### config.mk
export PLATFORM = sky130hd
export DESIGN_NAME = plmc_top
export DESIGN_NICKNAME = d
export VERILOG_FILES = /design/src/pkg/plmc_pkg.sv /design/src/plmc_top.sv
export VERILOG_INCLUDE_DIRS = /design/src /design/src/pkg
export SDC_FILE = /design/constraint.sdc
export NUM_CORES = 1
export LEC_CHECK = 0
export BUFFER_PORTS_ARGS = -buffer_cell sky130_fd_sc_hd__buf_2
export CAP_MARGIN = 25
export CELL_PAD_IN_SITES_DETAIL_PLACEMENT = 1
export CELL_PAD_IN_SITES_GLOBAL_PLACEMENT = 2
export CORE_MARGIN = 4
export CORE_UTILIZATION = 39
export DETAILED_ROUTE_END_ITERATION = 12
export PLACE_DENSITY_LB_ADDON = 0.1
export SYNTH_ARGS = -nofsm -noshare
export SYNTH_HDL_FRONTEND = slang
export SYNTH_SLANG_ARGS = --single-unit
### constraint.sdc
create_clock -name SYS_CLK -period 97.3 [get_ports SYS_CLK]
set_input_delay 9.73 -clock SYS_CLK [delete_from_list [all_inputs] [get_ports SYS_CLK]]
set_output_delay 9.73 -clock SYS_CLK [all_outputs]
set_load 0.005 [all_outputs]
### src/pkg/plmc_consts.svh
// Constants for the proximity and ambient light configuration block.
// Assumes a 50 ns system clock and byte-wide register access.
`ifndef PLMC_CONSTS_SVH
`define PLMC_CONSTS_SVH

// ==========================================================
// Register offsets
`define PLMC_ADDR_MODE      8'h81
`define PLMC_ADDR_DRIVE     8'h82
`define PLMC_ADDR_PULSES    8'h83
`define PLMC_ADDR_PROXRATE  8'h84
`define PLMC_ADDR_LIGHTRATE 8'h85
`define PLMC_ADDR_IDENT     8'h86

// ==========================================================
// Reset values and field positions
`define PLMC_RST_MODE       8'h0c
`define PLMC_RST_DRIVE      8'h6b
`define PLMC_RST_PULSES     8'h7f
`define PLMC_RST_PROXRATE   8'h03
`define PLMC_RST_LIGHTRATE  8'h82
`define PLMC_MODE_BIT       1
`define PLMC_PULSE_MAX      8'hfe

// ==========================================================
// Timing: clock period, microsecond tick, emitter period in cycles
`define PLMC_CLK_NS         50
`define PLMC_TICK_NS        1000
`define PLMC_EMIT_CYC(k)    (1000000 / ((k) * `PLMC_CLK_NS))
`define PLMC_EMIT_KHZ_BASE  30
`define PLMC_EMIT_KHZ_STEP  10

// Proximity repeat intervals, microseconds
`define PLMC_PR_0  21'd12500
`define PLMC_PR_1  21'd50000
`define PLMC_PR_2  21'd70000
`define PLMC_PR_3  21'd100000
`define PLMC_PR_4  21'd200000
`define PLMC_PR_5  21'd500000
`define PLMC_PR_6  21'd1000000
`define PLMC_PR_7  21'd2000000
// Ambient light repeat intervals, microseconds
`define PLMC_LR_0  21'd100000
`define PLMC_LR_1  21'd200000
`define PLMC_LR_2  21'd500000
`define PLMC_LR_3  21'd1000000
`define PLMC_LR_X  21'd2000000
// Integration times, microseconds (292.8 and 18.3 rounded down to whole us)
`define PLMC_IT_0  21'd1200000
`define PLMC_IT_1  21'd600000
`define PLMC_IT_2  21'd300000
`define PLMC_IT_3  21'd150000
`define PLMC_IT_4  21'd75000
`define PLMC_IT_5  21'd4685
`define PLMC_IT_6  21'd292
`define PLMC_IT_7  21'd18

`endif

### src/pkg/plmc_pkg.sv
// Types for the proximity and ambient light configuration block.
// Assumes plmc_consts.svh supplies all numeric constants.
package plmc_pkg;

	// ======================================================
	// Register access request from the serial interface
	typedef struct packed {
		logic       wr;
		logic       rd;
		logic [7:0] addr;
		logic [7:0] wdata;
	} plmc_req_t;

	// ======================================================
	// Emitter burst states
	typedef enum logic [1:0] {
		PLMC_EM_IDLE,
		PLMC_EM_HIGH,
		PLMC_EM_LOW
	} plmc_emit_t;

endpackage

### src/plmc_top.sv
// Configuration registers and measurement timing for the proximity and
// ambient light sensor. Assumes the serial interface core presents
// decoded byte reads and writes, synchronous to SYS_CLK.
`timescale 1ns/1ps
`include "plmc_consts.svh"

module plmc_top
	import plmc_pkg::*;
#(
	parameter int          TICK_CYCLES  = `PLMC_TICK_NS / `PLMC_CLK_NS,
	// Arbitrary identification value
	parameter logic [7:0]  PART_IDENT   = 8'h5a
)
(
	input  wire logic       SYS_CLK,
	input  wire logic       RST,
	input  wire plmc_req_t  REG_REQ,
	input  wire logic       LIGHT_ENABLE,
	output logic      [7:0] REG_RDATA,
	output logic            REG_RVALID,
	output logic            PROX_MEAS_START,
	output logic            PROX_BURST_DONE,
	output logic            LIGHT_MEAS_START,
	output logic            EMIT_PULSE,
	output logic      [6:0] EMIT_CURRENT_MA,
	output logic      [4:0] LIGHT_RES_BITS
);

	// ======================================================
	// Decode functions
	function automatic logic [20:0] prox_interval(input logic [2:0] c);
		unique case (c)
			3'h0: prox_interval = `PLMC_PR_0;
			3'h1: prox_interval = `PLMC_PR_1;
			3'h2: prox_interval = `PLMC_PR_2;
			3'h3: prox_interval = `PLMC_PR_3;
			3'h4: prox_interval = `PLMC_PR_4;
			3'h5: prox_interval = `PLMC_PR_5;
			3'h6: prox_interval = `PLMC_PR_6;
			3'h7: prox_interval = `PLMC_PR_7;
		endcase
	endfunction

	function automatic logic [20:0] light_interval(input logic [2:0] c);
		unique case (c)
			3'h0:    light_interval = `PLMC_LR_0;
			3'h1:    light_interval = `PLMC_LR_1;
			3'h2:    light_interval = `PLMC_LR_2;
			3'h3:    light_interval = `PLMC_LR_3;
			default: light_interval = `PLMC_LR_X;
		endcase
	endfunction

	function automatic logic [20:0] integ_time(input logic [2:0] c);
		unique case (c)
			3'h0: integ_time = `PLMC_IT_0;
			3'h1: integ_time = `PLMC_IT_1;
			3'h2: integ_time = `PLMC_IT_2;
			3'h3: integ_time = `PLMC_IT_3;
			3'h4: integ_time = `PLMC_IT_4;
			3'h5: integ_time = `PLMC_IT_5;
			3'h6: integ_time = `PLMC_IT_6;
			3'h7: integ_time = `PLMC_IT_7;
		endcase
	endfunction

	function automatic logic [9:0] emit_period(input logic [2:0] c);
		logic [7:0] khz;
		khz = 8'(`PLMC_EMIT_KHZ_BASE + `PLMC_EMIT_KHZ_STEP * int'(c));
		emit_period = 10'(1000000 / (int'(khz) * `PLMC_CLK_NS));
	endfunction

	// ======================================================
	// Configuration registers
	logic [7:0] mode_reg;
	logic [7:0] drive_reg;
	logic [7:0] pulses_reg;
	logic [7:0] prox_rate_reg;
	logic [7:0] light_rate_reg;
	logic       wr_mode;
	logic       wr_drive;
	logic       wr_pulses;
	logic       wr_prox;
	logic       wr_light;

	assign wr_mode   = REG_REQ.wr && REG_REQ.addr == `PLMC_ADDR_MODE;
	assign wr_drive  = REG_REQ.wr && REG_REQ.addr == `PLMC_ADDR_DRIVE;
	assign wr_pulses = REG_REQ.wr && REG_REQ.addr == `PLMC_ADDR_PULSES;
	assign wr_prox   = REG_REQ.wr && REG_REQ.addr == `PLMC_ADDR_PROXRATE;
	assign wr_light  = REG_REQ.wr && REG_REQ.addr == `PLMC_ADDR_LIGHTRATE;

	// Registers are written in any mode; ident has no write path
	always_ff @(posedge SYS_CLK)
	begin
		if (RST)
		begin
			mode_reg       <= `PLMC_RST_MODE;
			drive_reg      <= `PLMC_RST_DRIVE;
			pulses_reg     <= `PLMC_RST_PULSES;
			prox_rate_reg  <= `PLMC_RST_PROXRATE;
			light_rate_reg <= `PLMC_RST_LIGHTRATE;
		end
		else
		begin
			if (wr_mode)   mode_reg       <= REG_REQ.wdata;
			if (wr_drive)  drive_reg      <= REG_REQ.wdata;
			if (wr_pulses) pulses_reg     <= REG_REQ.wdata;
			if (wr_prox)   prox_rate_reg  <= REG_REQ.wdata;
			if (wr_light)  light_rate_reg <= REG_REQ.wdata;
		end
	end

	// ======================================================
	// Read port, data one cycle after the request
	logic [7:0] rdata_next;

	always_comb
	begin
		unique case (REG_REQ.addr)
			`PLMC_ADDR_MODE:      rdata_next = mode_reg;
			`PLMC_ADDR_DRIVE:     rdata_next = drive_reg;
			`PLMC_ADDR_PULSES:    rdata_next = pulses_reg;
			`PLMC_ADDR_PROXRATE:  rdata_next = prox_rate_reg;
			`PLMC_ADDR_LIGHTRATE: rdata_next = light_rate_reg;
			`PLMC_ADDR_IDENT:     rdata_next = PART_IDENT;
			default:              rdata_next = 8'h00;
		endcase
	end

	always_ff @(posedge SYS_CLK)
	begin
		if (RST)
		begin
			REG_RDATA  <= 8'h00;
			REG_RVALID <= 1'b0;
		end
		else
		begin
			REG_RVALID <= REG_REQ.rd;
			if (REG_REQ.rd)
				REG_RDATA <= rdata_next;
		end
	end

	// ======================================================
	// Microsecond timebase
	logic [15:0] tick_cnt_reg;
	logic        tick;

	assign tick = tick_cnt_reg == 16'(TICK_CYCLES - 1);

	always_ff @(posedge SYS_CLK)
	begin
		if (RST || tick)
			tick_cnt_reg <= 16'h0000;
		else
			tick_cnt_reg <= tick_cnt_reg + 16'h0001;
	end

	// ======================================================
	// Proximity repeat timer
	logic        prox_active;
	logic [20:0] prox_target;
	logic [20:0] prox_cnt_reg;
	logic        prox_fire;

	assign prox_active = mode_reg[`PLMC_MODE_BIT];
	assign prox_target = prox_interval(prox_rate_reg[2:0]);
	assign prox_fire   = prox_active && tick
		&& prox_cnt_reg >= prox_target - 21'h000001;

	always_ff @(posedge SYS_CLK)
	begin
		if (RST || !prox_active || prox_fire)
			prox_cnt_reg <= 21'h000000;
		else if (tick)
			prox_cnt_reg <= prox_cnt_reg + 21'h000001;
	end

	always_ff @(posedge SYS_CLK)
	begin
		if (RST)
			PROX_MEAS_START <= 1'b0;
		else
			PROX_MEAS_START <= prox_fire;
	end

	// ======================================================
	// Ambient light repeat timer
	logic        light_run;
	logic [20:0] light_integ;
	logic [20:0] light_rep;
	logic [20:0] light_eff;
	logic [20:0] light_cnt_reg;
	logic        light_fire;

	assign light_run   = LIGHT_ENABLE && prox_rate_reg[2:0] != 3'h0;
	assign light_integ = integ_time(light_rate_reg[7:5]);
	assign light_rep   = light_interval(light_rate_reg[2:0]);
	assign light_eff   = (light_rep > light_integ) ? light_rep
		: light_integ + 21'h000001;
	assign light_fire  = light_run && tick
		&& light_cnt_reg >= light_eff - 21'h000001;

	always_ff @(posedge SYS_CLK)
	begin
		if (RST || !light_run || light_fire)
			light_cnt_reg <= 21'h000000;
		else if (tick)
			light_cnt_reg <= light_cnt_reg + 21'h000001;
	end

	always_ff @(posedge SYS_CLK)
	begin
		if (RST)
			LIGHT_MEAS_START <= 1'b0;
		else
			LIGHT_MEAS_START <= light_fire;
	end

	always_ff @(posedge SYS_CLK)
	begin
		if (RST)
			LIGHT_RES_BITS <= 5'h10;
		else
			unique case (light_rate_reg[7:5])
				3'h0: LIGHT_RES_BITS <= 5'h14;
				3'h1: LIGHT_RES_BITS <= 5'h13;
				3'h2: LIGHT_RES_BITS <= 5'h12;
				3'h3: LIGHT_RES_BITS <= 5'h11;
				3'h4: LIGHT_RES_BITS <= 5'h10;
				3'h5: LIGHT_RES_BITS <= 5'h0c;
				3'h6: LIGHT_RES_BITS <= 5'h08;
				3'h7: LIGHT_RES_BITS <= 5'h04;
			endcase
	end

	// ======================================================
	// Emitter peak current
	always_ff @(posedge SYS_CLK)
	begin
		if (RST)
			EMIT_CURRENT_MA <= 7'h32;
		else
			unique case (drive_reg[2:0])
				3'h0:    EMIT_CURRENT_MA <= 7'h05;
				3'h1:    EMIT_CURRENT_MA <= 7'h0a;
				3'h2:    EMIT_CURRENT_MA <= 7'h14;
				3'h3:    EMIT_CURRENT_MA <= 7'h32;
				default: EMIT_CURRENT_MA <= 7'h64;
			endcase
	end

	// ======================================================
	// Emitter burst: square wave at the selected frequency
	plmc_emit_t  em_state_reg;
	logic [9:0]  em_cyc_reg;
	logic [7:0]  pulses_left_reg;
	logic [9:0]  em_period;
	logic [9:0]  em_half;
	logic [7:0]  burst_len;

	assign em_period = emit_period(drive_reg[7:5]);
	assign em_half   = em_period >> 1;
	assign burst_len = (pulses_reg > `PLMC_PULSE_MAX)
		? `PLMC_PULSE_MAX : pulses_reg;

	always_ff @(posedge SYS_CLK)
	begin
		if (RST)
		begin
			em_state_reg    <= PLMC_EM_IDLE;
			em_cyc_reg      <= 10'h000;
			pulses_left_reg <= 8'h00;
		end
		else
		begin
			em_cyc_reg <= em_cyc_reg + 10'h001;
			unique case (em_state_reg)
				PLMC_EM_IDLE:
					if (prox_fire && burst_len != 8'h00)
					begin
						em_state_reg    <= PLMC_EM_HIGH;
						em_cyc_reg      <= 10'h000;
						pulses_left_reg <= burst_len;
					end
				PLMC_EM_HIGH:
					if (em_cyc_reg >= em_half - 10'h001)
						em_state_reg <= PLMC_EM_LOW;
				PLMC_EM_LOW:
					if (em_cyc_reg >= em_period - 10'h001)
					begin
						em_cyc_reg      <= 10'h000;
						pulses_left_reg <= pulses_left_reg - 8'h01;
						em_state_reg    <= (pulses_left_reg == 8'h01)
							? PLMC_EM_IDLE : PLMC_EM_HIGH;
					end
			endcase
		end
	end

	always_ff @(posedge SYS_CLK)
	begin
		if (RST)
		begin
			EMIT_PULSE      <= 1'b0;
			PROX_BURST_DONE <= 1'b0;
		end
		else
		begin
			EMIT_PULSE      <= em_state_reg == PLMC_EM_HIGH;
			PROX_BURST_DONE <= (em_state_reg == PLMC_EM_LOW
				&& em_cyc_reg >= em_period - 10'h001
				&& pulses_left_reg == 8'h01)
				|| (em_state_reg == PLMC_EM_IDLE && prox_fire
				&& burst_len == 8'h00);
		end
	end
endmodule

==> flow_summary.json <==
{
  "place_ws_ns": 15.07,
  "hp-class": "reg2reg",
  "cts_resized": 0,
  "setup_viol": 0,
  "holdBufCountCts": 0,
  "postCtsSetupBuffers": 0,
  "peakVddDrop_uv": 25.6,
  "max_stage_delay_ns": 0.87,
  "synth_top_area_cell": "ha_1",
  "power.leakage_nw": 15.3,
  "synthFlopType": "dfxtp_1",
  "synth.most_common_cell": "nor2_1",
  "holdPathEnd": "prox_rate_reg[4]",
  "min_period_over_period_pct": 85.4,
  "slowest_stage": "a221oi_1",
  "fp-row-count": 107,
  "grt_use_met1_pct": 39.6,
  "finalCriticalPeriod_ns": 83.13,
  "cts_root_buffer": "clkbuf_16",
  "n_fill_cell": 10800,
  "h-tree-depth": 4,
  "post-route-util_pct": 41.7,
  "syn_nets": 5100,
  "hold_ws_ns": 0.461,
  "reg2reg_to": "pulses_left_reg[3]",
  "path_max_fanout": 26,
  "core_mm2": 0.0851,
  "gp_congestion": 0.916,
  "grt_max_degree": 65,
  "yosysWarningCount": 0,
  "synth-async-reset-ratio_pct": 0,
  "io_pins": 46,
  "via_count": 36200,
  "status": "complete, no violations",
  "critPathMostFrequentCell": "a21oi_1",
  "postPlaceCellArea_mm2": 0.0348,
  "antenna_cells": 0,
  "crit_buf_inv": 15,
  "p_int_mw": 0.267,
  "use_met3_pct": 1.82,
  "die_area_mm2": 0.0905,
  "place_hpwl_um": 104000,
  "critPathKind": "reg2reg",
  "grt_pass1_vias": 36100,
  "overflow": 0,
  "required_ns": 97.60,
  "syn-cell-area_mm2": 0.0334,
  "nNetsFinal": 5031,
  "ys_seq_elements": 178,
  "fmax_mhz": 12.0,
  "clkTransAtPathRegs_ns": 0.08,
  "grt-busiest-layer": "met2",
  "endpoint_kind": "flip-flop",
  "fin_skew_ns": 0.0133,
  "wirelength_um": 133000,
  "worstSetupStartpointType": "flip-flop",
  "die_h_um": 301,
  "hold_violations": 0,
  "grt_pass1_wl_um": 208000,
  "hold_depth": 2,
  "cp.arrival_ns": 83.44,
  "combPwrFrac_pct": 75.8,
  "syn_avg_cell_area_um2": 7.10,
  "drt_iter0_markers": 2449,
  "cts_buffers": 17,
  "postLayoutCellArea_mm2": 0.0355,
  "synth-edff-count": 0,
  "setup_ws_ns": 14.17,
  "yosys-top-cells-area": "ha_1 14%, dfxtp_1 11%, a21oi_1 6.3%, nor2_1 5.8%, xnor2_1 5.3%",
  "power_density_mw_per_mm2": 17.1,
  "switchingPower_mw": 0.340,
  "cts_buffer_depth": 2,
  "gr-usage-all-layers_pct": 28.3,
  "worstReg2RegStart": "drive_reg[6]",
  "use_met2_pct": 48.2,
  "clock-sinks": 178,
  "swShare_pct": 56.0,
  "io_buffer_count": 45,
  "cts_tree": "built",
  "ys_seq_area_share_pct": 10.7,
  "drt_first_pass_iters": 5,
  "synth.distinct_cells": 132,
  "finalSetupTns_ns": 0,
  "wire_per_inst_um": 22.9,
  "post-route-drc-count": 0,
  "ant_nets": 0,
  "slew_headroom_pct": 30.9,
  "synth.top_cells.by_count": "514 x nor2_1, 420 x a21oi_1, 417 x nand2_1",
  "rsz0062_at_grt": "no",
  "p_clk_share_pct": 12.1,
  "synth_top_area_share_pct": 13.8,
  "syn_inst": 4707,
  "antenna_found_initial": 1,
  "slew_violations": 0,
  "initial_core_util_pct": 39.3,
  "seqPwrFrac_pct": 12.1,
  "area_growth_pct": 6.05,
  "rrSetupSlack_ns": 14.17,
  "maxCapViolCount": 0,
  "vias_per_cell": 6.24,
  "crit_family": "compound AO/OA/AOI/OAI gates",
  "clk_latency_ns": 0.44,
  "drive_gt1_share_pct": 7.29,
  "worst_slew_pin_slew_ns": 1.03,
  "die_w_um": 301,
  "min-delay-start": "prox_rate_reg[4]",
  "reg2regPathDepth": 326
}
[routing by layer]
metal	wire [um]	vias up	part of all wire, %
met1	63700	17800	48
met2	61600	798	46
met4	2170	0	1.6
li1	-	17500	-
met5	0	-	0
met3	5150	119	3.9
[per-stage QoR]
stage                     cells  power [mW]
final                      5795       0.607
after global routing       5795       0.649
after CTS                  5794       0.599
after detailed placement   5762       0.523
after global placement     5761       0.523
after floorplan            4707       0.399
[layout make-up]
class | instances | area, um2 | area share, %
Multi-Input combinational cell | 4200 | 28700 | 80.8
Sequential cell | 178 | 3570 | 10.1
Tap cell | 1144 | 1430 | 4.04
Timing Repair Buffer | 97 | 623 | 1.76
Inverter | 144 | 541 | 1.52
Clock buffer | 17 | 425 | 1.20
Clock inverter | 15 | 205 | 0.579
[worst max-delay path by stage]
stage / to / cells past startpoint / slack [ns] / startpoint
detailed placement: pulses_left_reg[6] / 326 / 15.07 / drive_reg[6]
CTS: pulses_left_reg[6] / 325 / 14.73 / drive_reg[6]
floorplan: em_cyc_reg[2] / 364 / 24.88 / drive_reg[5]
global route: pulses_left_reg[3] / 328 / 6.89 / drive_reg[6]
finish: pulses_left_reg[3] / 326 / 14.17 / drive_reg[6]
global placement: pulses_left_reg[6] / 327 / 16.81 / drive_reg[6]
[power by group through the flow]
stage               Clock, mW  Sequential (mW)  Combinational [mW]
floorplan                   0           0.0752               0.324
global route           0.0784           0.0736               0.497
finish                 0.0735           0.0735               0.460
CTS                    0.0757           0.0736               0.450
detailed placement          0           0.0753               0.448
global placement            0           0.0753               0.448
[cell families (layout without fill, tap and decap cells)]
family	after synthesis	count (layout)	share of synthesized area, %
AOI/OAI and AO/OA	1545	1545	31.3
xor gates and xnor gates	343	343	9.05
adders and majority gates	372	372	14.0
buffers and inverters	329	273	3.83
DFF	178	178	10.7
muxes	120	120	3.89
other	1	1	0.0112
and+or+nand+nor	1819	1819	27.3
[worst reg2reg max path: cells and delay by family, from the launching register on]
kind	cells	cell delay, ns
compound gates	164	38.12
simple gates	104	24.52
xor+xnor	3	0.89
mux	5	2.05
buf+inv	15	4.30
fa+ha+maj	35	12.79
flops	1	0.31
[cells in the final DEF (no fill, tap or decap), drive strengths merged, types with 26 or more instances in the layout]
cell type | netlist | layout
a211o | 32 | 32
a211oi | 70 | 70
a21o | 183 | 183
a21oi | 427 | 427
a221oi | 30 | 30
a31oi | 55 | 55
and2 | 54 | 54
and3 | 64 | 64
and4 | 31 | 31
buf | 55 | 97
dfxtp | 178 | 178
ha | 370 | 370
inv | 141 | 148
mux2 | 69 | 69
mux2i | 51 | 51
nand2 | 423 | 423
nand2b | 98 | 98
nand3 | 146 | 146
nand3b | 26 | 26
nand4 | 86 | 86
nor2 | 515 | 515
nor2b | 65 | 65
nor3 | 104 | 104
nor4 | 47 | 47
o211ai | 47 | 47
o21a | 48 | 48
o21ai | 296 | 296
o21bai | 32 | 32
o31ai | 39 | 39
or2 | 40 | 40
or3 | 43 | 43
xnor2 | 203 | 203
xor2 | 140 | 140
Note: power is estimated with default switching activity, not from simulation.
